<file path="src/hdl/iicrx_pkg.sv">
// package for the two-wire receive, crc and baud block
// assumes a single 10 MHz clock and an axi4-lite register slave
//==========================================================================
// Summary of operation
// - slave mode: received byte shows the last byte loaded, address or data, matched or not
// - master mode: received byte shows the last data byte taken from the bus
// - reading received byte clears buffer full and lets the next byte load
// - each load of the received byte register sets the receive interrupt flag
// - crc result register holds crc of last byte while enabled and ready
// - compute crc for every byte moved while enabled, load result and set crc ready in the same cycle
// - reading the crc result register clears the crc ready flag
// - unread crc ready flag is cleared by hardware before next crc loads
// - baud select codes 0..7 divide bus clock by 20 up to 2560
// - on arbitration loss as master release both bus lines at once
// - after arbitration loss without stop the bus busy flag stays set
// - clearing module enable releases the bus and clears bus busy
// - setting module enable again resumes normal operation
// - receive interrupt flag raises the interrupt only with interrupt enable set
package iicrx_pkg;
  // register byte offsets
  localparam logic [7:0] OFS_RECEIVED_BYTE = 8'h00;
  localparam logic [7:0] OFS_CRC_RESULT    = 8'h04;
  localparam logic [7:0] OFS_BIT_RATE_DIV  = 8'h08;
  localparam logic [7:0] OFS_CONTROL       = 8'h0c;
  localparam logic [7:0] OFS_STATUS        = 8'h10;
  localparam logic [7:0] OFS_IRQ_STATUS    = 8'h14;
  localparam logic [7:0] OFS_IRQ_ENABLE    = 8'h18;
  localparam logic [7:0] OFS_IRQ_CLEAR     = 8'h1c;
  // control fields
  localparam int CTL_MODULE_ENABLE = 0;
  localparam int CTL_IRQ_ENABLE    = 1;
  // status fields
  localparam int STS_RX_FULL    = 0;
  localparam int STS_CRC_READY  = 1;
  localparam int STS_ADDR_MATCH = 2;
  localparam int STS_BUS_BUSY   = 3;
  localparam int STS_MASTER     = 4;
  // interrupt status fields
  localparam int IRQ_RX    = 0;
  localparam int IRQ_CRC   = 1;
  localparam int IRQ_ARBL  = 2;
  localparam int IRQ_WIDTH = 3;
  // reset values
  localparam logic [7:0] RST_DIVIDER = 8'h00;
  localparam logic [1:0] RST_CONTROL = 2'h0;
  // crc-8 polynomial x^8+x^2+x+1
  localparam logic [7:0] CRC_POLY = 8'h07;
  // divisors per baud select code
  localparam logic [11:0] BAUD_DIV_BASE = 12'h014;
  // axi responses
  localparam logic [1:0] RESP_OKAY   = 2'h0;
  localparam logic [1:0] RESP_SLVERR = 2'h2;
  typedef enum logic [1:0] {IICRX_IDLE, IICRX_BUSY, IICRX_HUNG} iicrx_bus_t;
endpackage

</file>
<file path="src/hdl/iicrx_crc.sv">
// per-byte crc-8 engine, one bit per clock
// assumes start is a one-cycle pulse with the byte to fold in
module iicrx_crc (
  // clock and reset
  input  wire logic       clock,
  input  wire logic       rst_b,
  // request
  input  wire logic       start,
  input  wire logic [7:0] data_in,
  // result
  output logic            done,
  output logic [7:0]      crc_out
);
  logic [7:0] crc_reg, crc_next, sh_reg, sh_next;
  logic [3:0] cnt_reg, cnt_next;
  logic       done_reg, done_next;

  //==========================================================================
  // bit-serial shift: eight cycles, restarts on each byte
  always_comb begin
    crc_next  = crc_reg;
    sh_next   = sh_reg;
    cnt_next  = cnt_reg;
    done_next = 1'b0;
    if (start) begin
      crc_next = 8'h00;
      sh_next  = data_in;
      cnt_next = 4'h8;
    end else if (cnt_reg != 4'h0) begin
      crc_next = (crc_reg[7] ^ sh_reg[7]) ? ({crc_reg[6:0], 1'b0} ^ iicrx_pkg::CRC_POLY)
                                          : {crc_reg[6:0], 1'b0};
      sh_next  = {sh_reg[6:0], 1'b0};
      cnt_next = cnt_reg - 4'h1;
      done_next = (cnt_reg == 4'h1);
    end
  end

  always_ff @(posedge clock or negedge rst_b) begin
    if (!rst_b) begin
      crc_reg  <= 8'h00;
      sh_reg   <= 8'h00;
      cnt_reg  <= 4'h0;
      done_reg <= 1'b0;
    end else begin
      crc_reg  <= crc_next;
      sh_reg   <= sh_next;
      cnt_reg  <= cnt_next;
      done_reg <= done_next;
    end
  end

  assign done    = done_reg;
  assign crc_out = crc_reg;
endmodule // iicrx_crc

</file>
<file path="src/hdl/iicrx_top.sv">
// receive data, crc result, baud divider and bus hang recovery
// assumes the shifter of the serial unit delivers bytes and bus events as pulses
module iicrx_top (
  // clock and reset
  input  wire logic        clock,
  input  wire logic        rst_b,
  // axi4-lite write
  input  wire logic [7:0]  s_axi_awaddr,
  input  wire logic        s_axi_awvalid,
  output logic             s_axi_awready,
  input  wire logic [31:0] s_axi_wdata,
  input  wire logic [3:0]  s_axi_wstrb,
  input  wire logic        s_axi_wvalid,
  output logic             s_axi_wready,
  output logic [1:0]       s_axi_bresp,
  output logic             s_axi_bvalid,
  input  wire logic        s_axi_bready,
  // axi4-lite read
  input  wire logic [7:0]  s_axi_araddr,
  input  wire logic        s_axi_arvalid,
  output logic             s_axi_arready,
  output logic [31:0]      s_axi_rdata,
  output logic [1:0]       s_axi_rresp,
  output logic             s_axi_rvalid,
  input  wire logic        s_axi_rready,
  // shifter side
  input  wire logic        byte_done,
  input  wire logic [7:0]  byte_data,
  input  wire logic        byte_is_addr,
  input  wire logic        address_match_flag,
  input  wire logic        master_mode,
  input  wire logic        start_seen,
  input  wire logic        stop_seen,
  input  wire logic        arb_lost,
  // bus line control and baud tick
  output logic             sda_release,
  output logic             scl_release,
  output logic             baud_tick,
  output logic             module_enable,
  output logic             irq
);
  //==========================================================================
  // register state
  logic [7:0] rx_reg, rx_next, crc_res_reg, crc_res_next, div_reg, div_next;
  logic [1:0] ctl_reg, ctl_next;
  logic       full_reg, full_next, crcrdy_reg, crcrdy_next, match_reg, match_next;
  logic [iicrx_pkg::IRQ_WIDTH-1:0] ists_reg, ists_next, ien_reg, ien_next;
  logic       pend_reg, pend_next;
  logic [7:0] pend_data_reg, pend_data_next;
  logic       pend_addr_reg, pend_addr_next;
  iicrx_pkg::iicrx_bus_t bus_reg, bus_next;
  logic       rel_reg, rel_next, irq_reg, irq_next;
  logic [11:0] bcnt_reg, bcnt_next;
  logic       tick_reg, tick_next;
  // axi state
  logic       aw_reg, aw_next, w_reg, w_next, bv_reg, bv_next, rv_reg, rv_next;
  logic [7:0] awa_reg, awa_next;
  logic [31:0] wd_reg, wd_next, rd_reg, rd_next;
  logic [1:0] br_reg, br_next, rr_reg, rr_next;
  logic       ws_reg, ws_next;
  logic       crc_done;
  logic [7:0] crc_val;
  logic       en, wr_fire, rd_fire, load_rx;
  logic [7:0] rd_addr;

  // baud select code to divisor: doubles per step from 20
  function automatic logic [11:0] divisor(input logic [2:0] code);
    divisor = iicrx_pkg::BAUD_DIV_BASE << code;
  endfunction

  // one decode shared by read and write
  function automatic logic is_reg(input logic [7:0] a, input logic [7:0] ofs);
    is_reg = (a == ofs);
  endfunction

  assign en      = ctl_reg[iicrx_pkg::CTL_MODULE_ENABLE];
  assign wr_fire = aw_reg && w_reg && !bv_reg;
  assign rd_fire = s_axi_arvalid && !rv_reg;
  assign rd_addr = s_axi_araddr;

  iicrx_crc u_crc (
    .clock   (clock),
    .rst_b   (rst_b),
    .start   (byte_done && en),
    .data_in (byte_data),
    .done    (crc_done),
    .crc_out (crc_val)
  );

  //==========================================================================
  // axi4-lite slave: address and data latched independently
  always_comb begin
    aw_next = aw_reg; awa_next = awa_reg; w_next = w_reg; wd_next = wd_reg;
    bv_next = bv_reg; br_next = br_reg; rv_next = rv_reg; rr_next = rr_reg;
    rd_next = rd_reg;
    ws_next = ws_reg;
    if (s_axi_awvalid && !aw_reg) begin
      aw_next  = 1'b1;
      awa_next = s_axi_awaddr;
    end
    if (s_axi_wvalid && !w_reg) begin
      w_next  = 1'b1;
      wd_next = s_axi_wdata;
      // strobe kept with the data: the master may drop it once taken
      ws_next = s_axi_wstrb[0];
    end
    if (wr_fire) begin
      aw_next = 1'b0;
      w_next  = 1'b0;
      bv_next = 1'b1;
      br_next = (is_reg(awa_reg, iicrx_pkg::OFS_BIT_RATE_DIV) ||
                 is_reg(awa_reg, iicrx_pkg::OFS_CONTROL) ||
                 is_reg(awa_reg, iicrx_pkg::OFS_IRQ_ENABLE) ||
                 is_reg(awa_reg, iicrx_pkg::OFS_IRQ_CLEAR)) ? iicrx_pkg::RESP_OKAY
                                                            : iicrx_pkg::RESP_SLVERR;
    end else if (bv_reg && s_axi_bready) begin
      bv_next = 1'b0;
    end
    if (rd_fire) begin
      rv_next = 1'b1;
      rr_next = iicrx_pkg::RESP_OKAY;
      rd_next = 32'h0;
      case (rd_addr)
        iicrx_pkg::OFS_RECEIVED_BYTE: rd_next[7:0] = rx_reg;
        iicrx_pkg::OFS_CRC_RESULT:    rd_next[7:0] = (en && crcrdy_reg) ? crc_res_reg : 8'h00;
        iicrx_pkg::OFS_BIT_RATE_DIV:  rd_next[7:0] = div_reg;
        iicrx_pkg::OFS_CONTROL:       rd_next[1:0] = ctl_reg;
        iicrx_pkg::OFS_STATUS:        rd_next[4:0] = {master_mode, bus_reg != iicrx_pkg::IICRX_IDLE,
                                                      match_reg, crcrdy_reg, full_reg};
        iicrx_pkg::OFS_IRQ_STATUS:    rd_next[iicrx_pkg::IRQ_WIDTH-1:0] = ists_reg;
        iicrx_pkg::OFS_IRQ_ENABLE:    rd_next[iicrx_pkg::IRQ_WIDTH-1:0] = ien_reg;
        iicrx_pkg::OFS_IRQ_CLEAR:     rd_next = 32'h0;
        default:                      rr_next = iicrx_pkg::RESP_SLVERR;
      endcase
    end else if (rv_reg && s_axi_rready) begin
      rv_next = 1'b0;
    end
  end

  //==========================================================================
  // data path: received byte, crc, flags and bus state
  always_comb begin
    rx_next = rx_reg; full_next = full_reg; match_next = match_reg;
    crc_res_next = crc_res_reg; crcrdy_next = crcrdy_reg;
    div_next = div_reg; ctl_next = ctl_reg; ien_next = ien_reg; ists_next = ists_reg;
    pend_next = pend_reg; pend_data_next = pend_data_reg; pend_addr_next = pend_addr_reg;
    bus_next = bus_reg; rel_next = rel_reg;
    load_rx = 1'b0;
    // software reads clear flags first so that hardware sets below win
    if (rd_fire && is_reg(rd_addr, iicrx_pkg::OFS_RECEIVED_BYTE))
      full_next = 1'b0;
    if (rd_fire && is_reg(rd_addr, iicrx_pkg::OFS_CRC_RESULT))
      crcrdy_next = 1'b0;
    if (wr_fire && ws_reg) begin
      if (is_reg(awa_reg, iicrx_pkg::OFS_BIT_RATE_DIV)) div_next = wd_reg[7:0];
      if (is_reg(awa_reg, iicrx_pkg::OFS_CONTROL))      ctl_next = wd_reg[1:0];
      if (is_reg(awa_reg, iicrx_pkg::OFS_IRQ_ENABLE))
        ien_next = wd_reg[iicrx_pkg::IRQ_WIDTH-1:0];
      if (is_reg(awa_reg, iicrx_pkg::OFS_IRQ_CLEAR))
        ists_next = ists_reg & ~wd_reg[iicrx_pkg::IRQ_WIDTH-1:0];
    end
    // a byte waits in the holding slot while the register is still full
    if (byte_done && en) begin
      pend_next      = 1'b1;
      pend_data_next = byte_data;
      pend_addr_next = byte_is_addr;
    end
    // gated by enable: a byte caught at the disable edge is dropped
    if (pend_reg && en && !full_next && !byte_done) begin
      load_rx   = 1'b1;
      rx_next   = pend_data_reg;
      // match set only for a matched address in slave mode; data byte clears match
      match_next = pend_addr_reg && address_match_flag && !master_mode;
      full_next = 1'b1;
      pend_next = 1'b0;
      ists_next[iicrx_pkg::IRQ_RX] = 1'b1;
    end
    // a new byte starts the crc: stale ready flag dropped before reload
    if (byte_done && en)
      crcrdy_next = 1'b0;
    if (crc_done) begin
      crc_res_next = crc_val;
      crcrdy_next  = 1'b1;
      ists_next[iicrx_pkg::IRQ_CRC] = 1'b1;
    end
    // bus busy tracking and line release
    case (bus_reg)
      iicrx_pkg::IICRX_IDLE: if (start_seen) bus_next = iicrx_pkg::IICRX_BUSY;
      iicrx_pkg::IICRX_BUSY: begin
        if (stop_seen) bus_next = iicrx_pkg::IICRX_IDLE;
        else if (arb_lost && master_mode) begin
          bus_next = iicrx_pkg::IICRX_HUNG;
          rel_next = 1'b1;
          ists_next[iicrx_pkg::IRQ_ARBL] = 1'b1;
        end
      end
      iicrx_pkg::IICRX_HUNG: if (stop_seen) bus_next = iicrx_pkg::IICRX_IDLE;
      default: bus_next = iicrx_pkg::IICRX_IDLE;
    endcase
    if (bus_next == iicrx_pkg::IICRX_IDLE) rel_next = 1'b0;
    // disabling clears the busy flag and the rx interrupt; re-enable starts idle
    if (!en) begin
      bus_next  = iicrx_pkg::IICRX_IDLE;
      rel_next  = 1'b1;
      full_next = 1'b0;
      pend_next = 1'b0;
      match_next = 1'b0;
      ists_next[iicrx_pkg::IRQ_RX] = 1'b0;
    end else if (!ctl_reg[iicrx_pkg::CTL_MODULE_ENABLE] == 1'b0 && bus_reg == bus_next &&
                 bus_reg == iicrx_pkg::IICRX_IDLE) begin
      rel_next = 1'b0;
    end
  end

  //==========================================================================
  // baud counter: one tick per selected divisor
  always_comb begin
    bcnt_next = bcnt_reg + 12'h001;
    tick_next = 1'b0;
    if (!en) begin
      bcnt_next = 12'h000;
    end else if (bcnt_reg >= divisor(div_reg[2:0]) - 12'h001) begin
      bcnt_next = 12'h000;
      tick_next = 1'b1;
    end
    irq_next = |(ists_next & ien_next) && ctl_next[iicrx_pkg::CTL_IRQ_ENABLE];
  end

  always_ff @(posedge clock or negedge rst_b) begin
    if (!rst_b) begin
      aw_reg <= 1'b0; awa_reg <= 8'h00; w_reg <= 1'b0; wd_reg <= 32'h0;
      bv_reg <= 1'b0; br_reg <= 2'h0; rv_reg <= 1'b0; rr_reg <= 2'h0; rd_reg <= 32'h0;
      ws_reg <= 1'b0;
      rx_reg <= 8'h00; full_reg <= 1'b0; match_reg <= 1'b0;
      crc_res_reg <= 8'h00; crcrdy_reg <= 1'b0;
      div_reg <= iicrx_pkg::RST_DIVIDER; ctl_reg <= iicrx_pkg::RST_CONTROL;
      ien_reg <= '0; ists_reg <= '0;
      pend_reg <= 1'b0; pend_data_reg <= 8'h00; pend_addr_reg <= 1'b0;
      bus_reg <= iicrx_pkg::IICRX_IDLE; rel_reg <= 1'b1;
      bcnt_reg <= 12'h000; tick_reg <= 1'b0; irq_reg <= 1'b0;
    end else begin
      aw_reg <= aw_next; awa_reg <= awa_next; w_reg <= w_next; wd_reg <= wd_next;
      bv_reg <= bv_next; br_reg <= br_next; rv_reg <= rv_next; rr_reg <= rr_next;
      rd_reg <= rd_next;
      ws_reg <= ws_next;
      rx_reg <= rx_next; full_reg <= full_next; match_reg <= match_next;
      crc_res_reg <= crc_res_next; crcrdy_reg <= crcrdy_next;
      div_reg <= div_next; ctl_reg <= ctl_next; ien_reg <= ien_next; ists_reg <= ists_next;
      pend_reg <= pend_next; pend_data_reg <= pend_data_next; pend_addr_reg <= pend_addr_next;
      bus_reg <= bus_next; rel_reg <= rel_next;
      bcnt_reg <= bcnt_next; tick_reg <= tick_next; irq_reg <= irq_next;
    end
  end

  // outputs straight from flip-flops
  assign s_axi_awready = !aw_reg;
  assign s_axi_wready  = !w_reg;
  assign s_axi_bvalid  = bv_reg;
  assign s_axi_bresp   = br_reg;
  assign s_axi_arready = !rv_reg;
  assign s_axi_rvalid  = rv_reg;
  assign s_axi_rdata   = rd_reg;
  assign s_axi_rresp   = rr_reg;
  assign sda_release   = rel_reg;
  assign scl_release   = rel_reg;
  assign baud_tick     = tick_reg;
  assign module_enable = ctl_reg[iicrx_pkg::CTL_MODULE_ENABLE];
  assign irq           = irq_reg;

  //==========================================================================
  // checks
  chk_arb_release: assert property (@(posedge clock) disable iff (!rst_b)
    (bus_reg == iicrx_pkg::IICRX_BUSY && arb_lost && master_mode && !stop_seen && en)
      |=> sda_release && scl_release) else $error("lines not released on arbitration loss");
  chk_rx_read_clear: assert property (@(posedge clock) disable iff (!rst_b)
    (rd_fire && is_reg(rd_addr, iicrx_pkg::OFS_RECEIVED_BYTE) && !pend_reg) |=> !full_reg)
    else $error("buffer full not cleared by read");
  chk_rx_flag_set: assert property (@(posedge clock) disable iff (!rst_b)
    load_rx |=> ists_reg[iicrx_pkg::IRQ_RX] && full_reg) else $error("rx flag not set on load");
  chk_crc_ready: assert property (@(posedge clock) disable iff (!rst_b)
    crc_done |=> crcrdy_reg && crc_res_reg == $past(crc_val)) else $error("crc not loaded");
  chk_crc_stale: assert property (@(posedge clock) disable iff (!rst_b)
    (byte_done && en) |=> !crcrdy_reg) else $error("stale crc ready kept");
  chk_crc_read: assert property (@(posedge clock) disable iff (!rst_b)
    (rd_fire && is_reg(rd_addr, iicrx_pkg::OFS_CRC_RESULT) && !crc_done) |=> !crcrdy_reg)
    else $error("crc ready not cleared by read");
  chk_disable_idle: assert property (@(posedge clock) disable iff (!rst_b)
    !en |=> bus_reg == iicrx_pkg::IICRX_IDLE && rel_reg) else $error("disable did not free bus");
  chk_hung_holds: assert property (@(posedge clock) disable iff (!rst_b)
    (bus_reg == iicrx_pkg::IICRX_HUNG && !stop_seen && en) |=> bus_reg == iicrx_pkg::IICRX_HUNG)
    else $error("hang state left without stop");
  chk_irq_gate: assert property (@(posedge clock) disable iff (!rst_b)
    !ctl_reg[iicrx_pkg::CTL_IRQ_ENABLE] |-> !irq_reg)
    else $error("irq without enable");
  chk_baud_tick: assert property (@(posedge clock) disable iff (!rst_b)
    (tick_reg && en && $stable(div_reg)) |=> (!tick_reg)[*2]) else $error("baud ticks too close");
  cov_rx_load:  cover property (@(posedge clock) disable iff (!rst_b) load_rx);
  cov_crc_done: cover property (@(posedge clock) disable iff (!rst_b) crc_done);
  cov_hang:     cover property (@(posedge clock) disable iff (!rst_b)
    bus_reg == iicrx_pkg::IICRX_HUNG);
  cov_irq:      cover property (@(posedge clock) disable iff (!rst_b) irq_reg);
  chk_data_unmatch: assert property (@(posedge clock) disable iff (!rst_b)
    (load_rx && !pend_addr_reg) |=> !match_reg) else $error("match kept on data byte");
  cov_recover:  cover property (@(posedge clock) disable iff (!rst_b)
    bus_reg == iicrx_pkg::IICRX_HUNG && !en);
endmodule // iicrx_top

</file>
<file path="config.mk">
export PLATFORM = sky130hd
export DESIGN_NAME = iicrx_top
export DESIGN_NICKNAME = d
export VERILOG_FILES = /design/src/hdl/iicrx_pkg.sv /design/src/hdl/iicrx_crc.sv /design/src/hdl/iicrx_top.sv
export SDC_FILE = /design/constraint.sdc
export NUM_CORES = 1
export LEC_CHECK = 0
export BUFFER_PORTS_ARGS = -buffer_cell sky130_fd_sc_hd__buf_2
export CAP_MARGIN = 15
export CORE_ASPECT_RATIO = 1.1
export CORE_MARGIN = 2
export CORE_UTILIZATION = 55
export CTS_BUF_LIST = sky130_fd_sc_hd__clkbuf_4 sky130_fd_sc_hd__clkbuf_8 sky130_fd_sc_hd__clkbuf_16
export CTS_CLUSTER_DIAMETER = 200
export DETAILED_ROUTE_END_ITERATION = 12
export PLACE_DENSITY = 0.81
export REMOVE_ABC_BUFFERS = 1
export SLEW_MARGIN = 40
export SYNTH_ARGS = -nofsm -noshare
export SYNTH_HDL_FRONTEND = slang
export SYNTH_SLANG_ARGS = --single-unit
export TNS_END_PERCENT = 20
</file>
<file path="constraint.sdc">
create_clock -name clock -period 2.9 [get_ports clock]
set_clock_uncertainty 0.15 [all_clocks]
set_input_delay 0.58 -clock clock [delete_from_list [all_inputs] [get_ports clock]]
set_output_delay 0.58 -clock clock [all_outputs]
set_load 0.01 [all_outputs]
</file>
==> run summary, run 1 <==
num ports -> 120
total routing usage reported by global routing -> 24.8%
required time reported for the critical path endpoint -> 3170 ps
Die Span X -> 99.8 um
r2r worst-path depth -> 11
Final WS setup -> 217 ps
number of pins with negative max-slew slack in the final report -> 0
setup repair after global routing missed its margin -> no
share of cells above drive strength 1 -> 27.5%
minimum setup slack among reg-to-reg paths -> 220 ps
Max-slew headroom -> 50.8%
launching element type of the critical path -> flip-flop
Post-synth ARST share -> 100%
full die area -> 0.0109 sq mm
post-route minimum period -> 2680 ps
critical setup path kind -> reg2reg
post-CTS clock slew at the launch and capture registers of the worst setup and hold paths -> 60 ps
post-synthesis register bit count -> 114
total of buffers placed on input and output ports -> 66
Post-layout nets -> 683
number of global-route vias before repair -> 4256
first-pass GRT wire length -> 20.7 mm
max_cap viols -> 0
area of combinational cells with multiple inputs -> 0.00244 sq mm
clock root buffer -> sky130_fd_sc_hd__clkbuf_8
setup violation total in the final timing report -> 0
number of flops mapped to enable cells by yosys -> 0
Inserted Clock Buffers -> 17
number of inserted diodes -> 0
type of the tightest min-delay check -> in2reg
maximum clock rate -> 373 MHz
number of antenna violations at the first check in global routing -> 0
Worst Max-Slew Pin Slew -> 731 ps
final sum of negative setup slack -> 0 ps
total number of placement rows -> 38
Die H -> 109 um
Synth Instances -> 519
ratio of final minimum period to clock period -> 92.5%
sequential cell area fraction in the yosys report -> 51.4%
TritonCTS Sinks -> 114
via total after detailed routing -> 4123
Layout fillers -> 720
count of cell types in the netlist -> 52
pin count of the biggest net entering global routing -> 48
ratio of total power to cell area -> 838 mW/mm^2
final estimated routing congestion in global placement -> 0.887
Most used DFF post-synth -> sky130_fd_sc_hd__dfrtp_1
total power -> 5480 uW
Residual DRC -> 0
CTS Buffer Depth -> 2
register area -> 0.00285 sq mm
data arrival time of the critical path -> 2960 ps
mean post-synth cell area -> 10.7 sq um
IR Drop Worst-Case VDD -> 0.605 mV
Initial Util -> 56.4%
grt ovf -> 0
standard cell core area -> 0.00984 sq mm
detailed-route vias per instance -> 5.67
Avg WL per Cell -> 17.6 um
most frequent cells in the layout -> sky130_fd_sc_hd__dfrtp_1 (113), sky130_fd_sc_hd__nand2_1 (65), sky130_fd_sc_hd__buf_2 (65)
hold path depth -> 2
number of cells upsized or downsized after cts -> 0
final hold vios -> 0
most common cell after layout, fill and taps aside -> sky130_fd_sc_hd__dfrtp_1
drt pass-1 iters -> 7
clock tree from TritonCTS -> done
starting DRC count in detailed routing -> 261
sum of routed wire length over all layers -> 12.8 mm
synthesis-to-layout area growth -> 17.9%
maximum level of the CTS H-tree -> 4
Clk Latency, worst-skew pair -> 520 ps
result of the run -> complete, no violations
placed wire-length estimate after detailed placement -> 9.07 mm
total of warnings raised by yosys -> 0
worst hold-check slack -> 104 ps
Crit. End Element -> flip-flop
maximum fanout along the worst path -> 12
synthesized cell area -> 0.00555 sq mm
number of routed nets with antenna violations -> 0
static power due to leakage -> 0.00320 uW
worst slack at placement -> 181 ps
max FFs per register -> 12
[Yosys cell counts (2+ instances only)]
master	number	area (sq um)
sky130_fd_sc_hd__dfrtp_1	113	2830
sky130_fd_sc_hd__nand2_1	65	244
sky130_fd_sc_hd__mux2_2	47	529
sky130_fd_sc_hd__buf_4	28	210
sky130_fd_sc_hd__o21ai_0	25	125
sky130_fd_sc_hd__nor2_1	22	82.6
sky130_fd_sc_hd__nor3_1	21	105
sky130_fd_sc_hd__a21oi_1	20	100
sky130_fd_sc_hd__clkbuf_1	20	75.1
sky130_fd_sc_hd__inv_1	17	63.8
sky130_fd_sc_hd__ha_1	15	188
sky130_fd_sc_hd__nand3_1	14	70.1
sky130_fd_sc_hd__mux2i_1	10	100
sky130_fd_sc_hd__xnor2_1	9	78.8
sky130_fd_sc_hd__and3_1	7	43.8
sky130_fd_sc_hd__xor2_1	7	61.3
sky130_fd_sc_hd__or3_1	6	37.5
sky130_fd_sc_hd__a211oi_1	5	37.5
sky130_fd_sc_hd__a21o_1	5	37.5
sky130_fd_sc_hd__a31oi_1	5	31.3
sky130_fd_sc_hd__nand2b_1	5	31.3
sky130_fd_sc_hd__nand3b_1	5	37.5
sky130_fd_sc_hd__nor4_1	4	25.0
sky130_fd_sc_hd__a222oi_1	3	30.0
sky130_fd_sc_hd__nor2b_1	3	18.8
sky130_fd_sc_hd__or2_2	3	18.8
sky130_fd_sc_hd__a221o_1	2	20.0
sky130_fd_sc_hd__a221oi_1	2	17.5
sky130_fd_sc_hd__a22oi_1	2	15.0
sky130_fd_sc_hd__a311oi_1	2	17.5
sky130_fd_sc_hd__and2_1	2	12.5
sky130_fd_sc_hd__and3b_1	2	17.5
sky130_fd_sc_hd__nand4_1	2	12.5
sky130_fd_sc_hd__nand4b_1	2	17.5
sky130_fd_sc_hd__o21a_1	2	15.0
[metal layers]
layer | part of all wire, % | vias up | GRT usage [%]
li1 | - | 1928 | -
met1 | 41 | 2049 | 30.2
met2 | 53 | 128 | 42.9
met3 | 4.4 | 18 | 5.91
met4 | 1.3 | 0 | 9.59
met5 | 0 | - | 0
[area by class of cell]
type                       instances  area share, %
sequential                       114           43.6
multi-input combinational        364           37.2
timing repair buffer              80           6.92
clock buffer                      19           6.66
tap                              120           2.30
clock inverter                    13           2.28
inverter                          17          0.976
[worst max-delay path: stages, from the launching register on]
cell	delay (ps)
sky130_fd_sc_hd__dfrtp_1	510
sky130_fd_sc_hd__nor2_1	250
sky130_fd_sc_hd__nand2_1	100
sky130_fd_sc_hd__ha_1	230
sky130_fd_sc_hd__xnor2_1	140
sky130_fd_sc_hd__ha_1	190
sky130_fd_sc_hd__a21o_1	160
sky130_fd_sc_hd__a21o_1	170
sky130_fd_sc_hd__a21oi_1	130
sky130_fd_sc_hd__o21ai_0	140
sky130_fd_sc_hd__buf_4	190
sky130_fd_sc_hd__nor3_1	220
[stage by stage]
| stage | std cells | utilization, % | area (sq um) |
|---|---|---|---|
| final | 727 | 66.5 | 6540 |
| after global routing | 727 | 66.5 | 6540 |
| after CTS | 727 | 66.5 | 6540 |
| after detailed placement | 694 | 60.4 | 5950 |
| after global placement | 694 | 60.4 | 5950 |
| after floorplan | 495 | - | 5350 |
[cell families (layout without fill, tap and decap cells)]
| logic type | after synthesis | in the layout | synth area share [%] |
|---|---|---|---|
| fa+ha+maj | 15 | 15 | 3.38 |
| mux | 57 | 57 | 11.3 |
| buf+inv | 66 | 129 | 6.38 |
| simple gates | 169 | 169 | 15.3 |
| compound gates | 81 | 81 | 9.58 |
| flops | 114 | 114 | 51.4 |
| other cells | 1 | 26 | 0.0676 |
| xor+xnor | 16 | 16 | 2.52 |
[final timing paths]
check,to,start
worst max-delay path,bcnt_reg[7],div_reg[0]
worst min-delay path,s_axi_rvalid,s_axi_rready
worst max register to register,bcnt_reg[7],div_reg[0]
worst min register to register,s_axi_rresp[1],s_axi_rresp[1]
max in group asynchronous,u_crc.sh_reg[1],rst_b
min in group asynchronous,bcnt_reg[5],rst_b
[report_power, final]
| group | internal, uW | switching [uW] | leakage, uW |
|---|---|---|---|
| registers | 1990 | 344 | 0.00148 |
| clock network | 1270 | 783 | 0.000279 |
| logic | 536 | 560 | 0.00144 |
[timing repair]
item	4_1_cts	5_1_grt
buffers inserted	0	0
hold endpoints to repair	45	0
hold buffers	1	0
Note: power is estimated with default switching activity, not from simulation.
==> run 2: changes to the inputs <==
Settings changed: CTS_BUF_LIST sky130_fd_sc_hd__clkbuf_4 sky130_fd_sc_hd__clkbuf_8 sky130_fd_sc_hd__clkbuf_16 to default.
==> run summary, run 2 (synthesis results as in run 1) <==
number of hold buffers added after cts -> 1 (unchanged)
result of the run -> complete, no violations
register area -> 0.00285 sq mm (unchanged)
pin count of the biggest net entering global routing -> 48 (unchanged)
Layout fillers -> 731 (+1.5%)
setup violation total in the final timing report -> 0 (unchanged)
maximum clock rate -> 371 MHz (-0.51%)
share of cells above drive strength 1 -> 27.3% (-0.16 points)
TritonCTS Sinks -> 114 (unchanged)
number of cells upsized or downsized after cts -> 0 (unchanged)
critical setup path kind -> reg2reg
post-route minimum period -> 2700 ps (+13.8 ps)
maximum level of the CTS H-tree -> 4 (unchanged)
final hold vios -> 0 (unchanged)
first-pass GRT wire length -> 20.9 mm (+0.70%)
Die H -> 109 um (unchanged)
grt ovf -> 0 (unchanged)
maximum fanout along the worst path -> 12 (unchanged)
IR Drop Worst-Case VDD -> 0.609 mV (+0.66%)
sum of routed wire length over all layers -> 13.0 mm (+1.3%)
hold path depth -> 2 (unchanged)
drt pass-1 iters -> 6 (-1)
required time reported for the critical path endpoint -> 3160 ps (about the same)
number of setup buffers added after CTS -> 0 (unchanged)
num ports -> 120 (unchanged)
Avg WL per Cell -> 17.9 um (+1.3%)
total routing usage reported by global routing -> 25.1% (+0.27 points)
standard cell core area -> 0.00984 sq mm (unchanged)
Finished Layout Cells -> 727 (unchanged)
clock root buffer -> sky130_fd_sc_hd__clkbuf_8
Post-layout nets -> 683 (unchanged)
Clk Latency, worst-skew pair -> 510 ps (about the same)
total of buffers placed on input and output ports -> 66 (unchanged)
max FFs per register -> 12 (unchanged)
Inserted Clock Buffers -> 17 (unchanged)
static power due to leakage -> 0.00320 uW (-0.11%)
type of the tightest min-delay check -> in2reg
Initial Util -> 56.4% (unchanged)
most common cell after layout, fill and taps aside -> sky130_fd_sc_hd__dfrtp_1
Residual DRC -> 0 (unchanged)
via total after detailed routing -> 4156 (+0.80%)
clock tree from TritonCTS -> done
ratio of total power to cell area -> 840 mW/mm^2 (+0.17%)
dpl cells -> 694 (unchanged)
full die area -> 0.0109 sq mm (unchanged)
GR peak layer -> met2
ratio of final minimum period to clock period -> 93.0% (+0.48 points)
final sum of negative setup slack -> 0 ps (unchanged)
detailed-route vias per instance -> 5.72 (+0.80%)
Global Route met3 Usage -> 6.48% (+0.57 points)
starting DRC count in detailed routing -> 269 (+3.1%)
CTS Buffer Depth -> 2 (unchanged)
number of inserted diodes -> 0 (unchanged)
area of combinational cells with multiple inputs -> 0.00244 sq mm (unchanged)
number of routed nets with antenna violations -> 0 (unchanged)
number of global-route vias before repair -> 4229 (-0.63%)
total number of placement rows -> 38 (unchanged)
Max-slew headroom -> 50.0% (-0.76 points)
post-CTS clock slew at the launch and capture registers of the worst setup and hold paths -> 60 ps (about the same)
final estimated routing congestion in global placement -> 0.887 (unchanged)
Crit. End Element -> flip-flop
data arrival time of the critical path -> 2960 ps (about the same)
placed wire-length estimate after detailed placement -> 9.07 mm (unchanged)
max_cap viols -> 0 (unchanged)
launching element type of the critical path -> flip-flop
Die Span X -> 99.8 um (unchanged)
Worst Max-Slew Pin Slew -> 743 ps (+11.4 ps)
routing usage on met2 -> 43.1% (+0.24 points)
number of pins with negative max-slew slack in the final report -> 0 (unchanged)
most frequent cells in the layout -> sky130_fd_sc_hd__dfrtp_1 (113), sky130_fd_sc_hd__nand2_1 (65), sky130_fd_sc_hd__buf_2 (65)
met1 usage -> 30.5% (+0.27 points)
synthesis-to-layout area growth -> 17.8% (about the same)
r2r worst-path depth -> 11 (unchanged)
number of antenna violations at the first check in global routing -> 0 (unchanged)
setup repair after global routing missed its margin -> no
-- run 2: cell counts in the layout (fill, tap and decap cells not counted) --
Identical to the previous run, type by type.
-- run 2: area by class of cell --
class / count / area share [%]
inverters: 17 / 0.976
multi-input cells: 364 / 37.3
clock inverters: 13 / 2.28
clock buffers: 19 / 6.60
repair buffers: 80 / 6.93
well taps: 120 / 2.30
flip-flops and latches: 114 / 43.7
-- run 2: path summary, 6_finish.rpt --
path                           startpoint              end  slack, ps
min in group asynchronous           rst_b      bcnt_reg[5]        480
max                            div_reg[0]      bcnt_reg[7]        200
max in group asynchronous           rst_b  u_crc.sh_reg[2]       1360
max reg2reg                    div_reg[0]      bcnt_reg[7]        200
min reg2reg                s_axi_rresp[1]   s_axi_rresp[1]        330
min                          s_axi_rready     s_axi_rvalid        110
-- run 2: power breakdown --
group | internal [uW] | switching, uW | total, uW
sequential | 1990 | 350 | 2340
clock | 1260 | 788 | 2050
combinational | 536 | 562 | 1100
total | 3790 | 1700 | 5490
-- run 2: routing by layer --
metal  wire [um]  vias to the layer above
met5           0                        -
met4         225                        0
met3         576                       21
met2        6820                      137
met1        5370                     2073
li1            -                     1925
-- run 2: worst max-delay path, cell delays in order, from the launching register on --
cell and delay (ps):
sky130_fd_sc_hd__dfrtp_1 510, sky130_fd_sc_hd__nor2_1 250, sky130_fd_sc_hd__nand2_1 100, sky130_fd_sc_hd__ha_1 230, sky130_fd_sc_hd__xnor2_1 140, sky130_fd_sc_hd__ha_1 190, sky130_fd_sc_hd__a21o_1 160, sky130_fd_sc_hd__a21o_1 170
sky130_fd_sc_hd__a21oi_1 130, sky130_fd_sc_hd__o21ai_0 140, sky130_fd_sc_hd__buf_4 190, sky130_fd_sc_hd__nor3_1 230
-- run 2: per-stage QoR --
step           area (sq um)  utilization, %  total power [uW]  worst slack [ps]  hold WS [ps]
2_1_floorplan          5350               -              3020               181           134
3_3_place_gp           5950            60.4              3320               213           308
3_5_place_dp           5950            60.4              3430               181           308
4_1_cts                6540            66.4              5510               206           101
5_1_grt                6540            66.4              5770              10.3           101
6_report               6540            66.4              5490               204           110
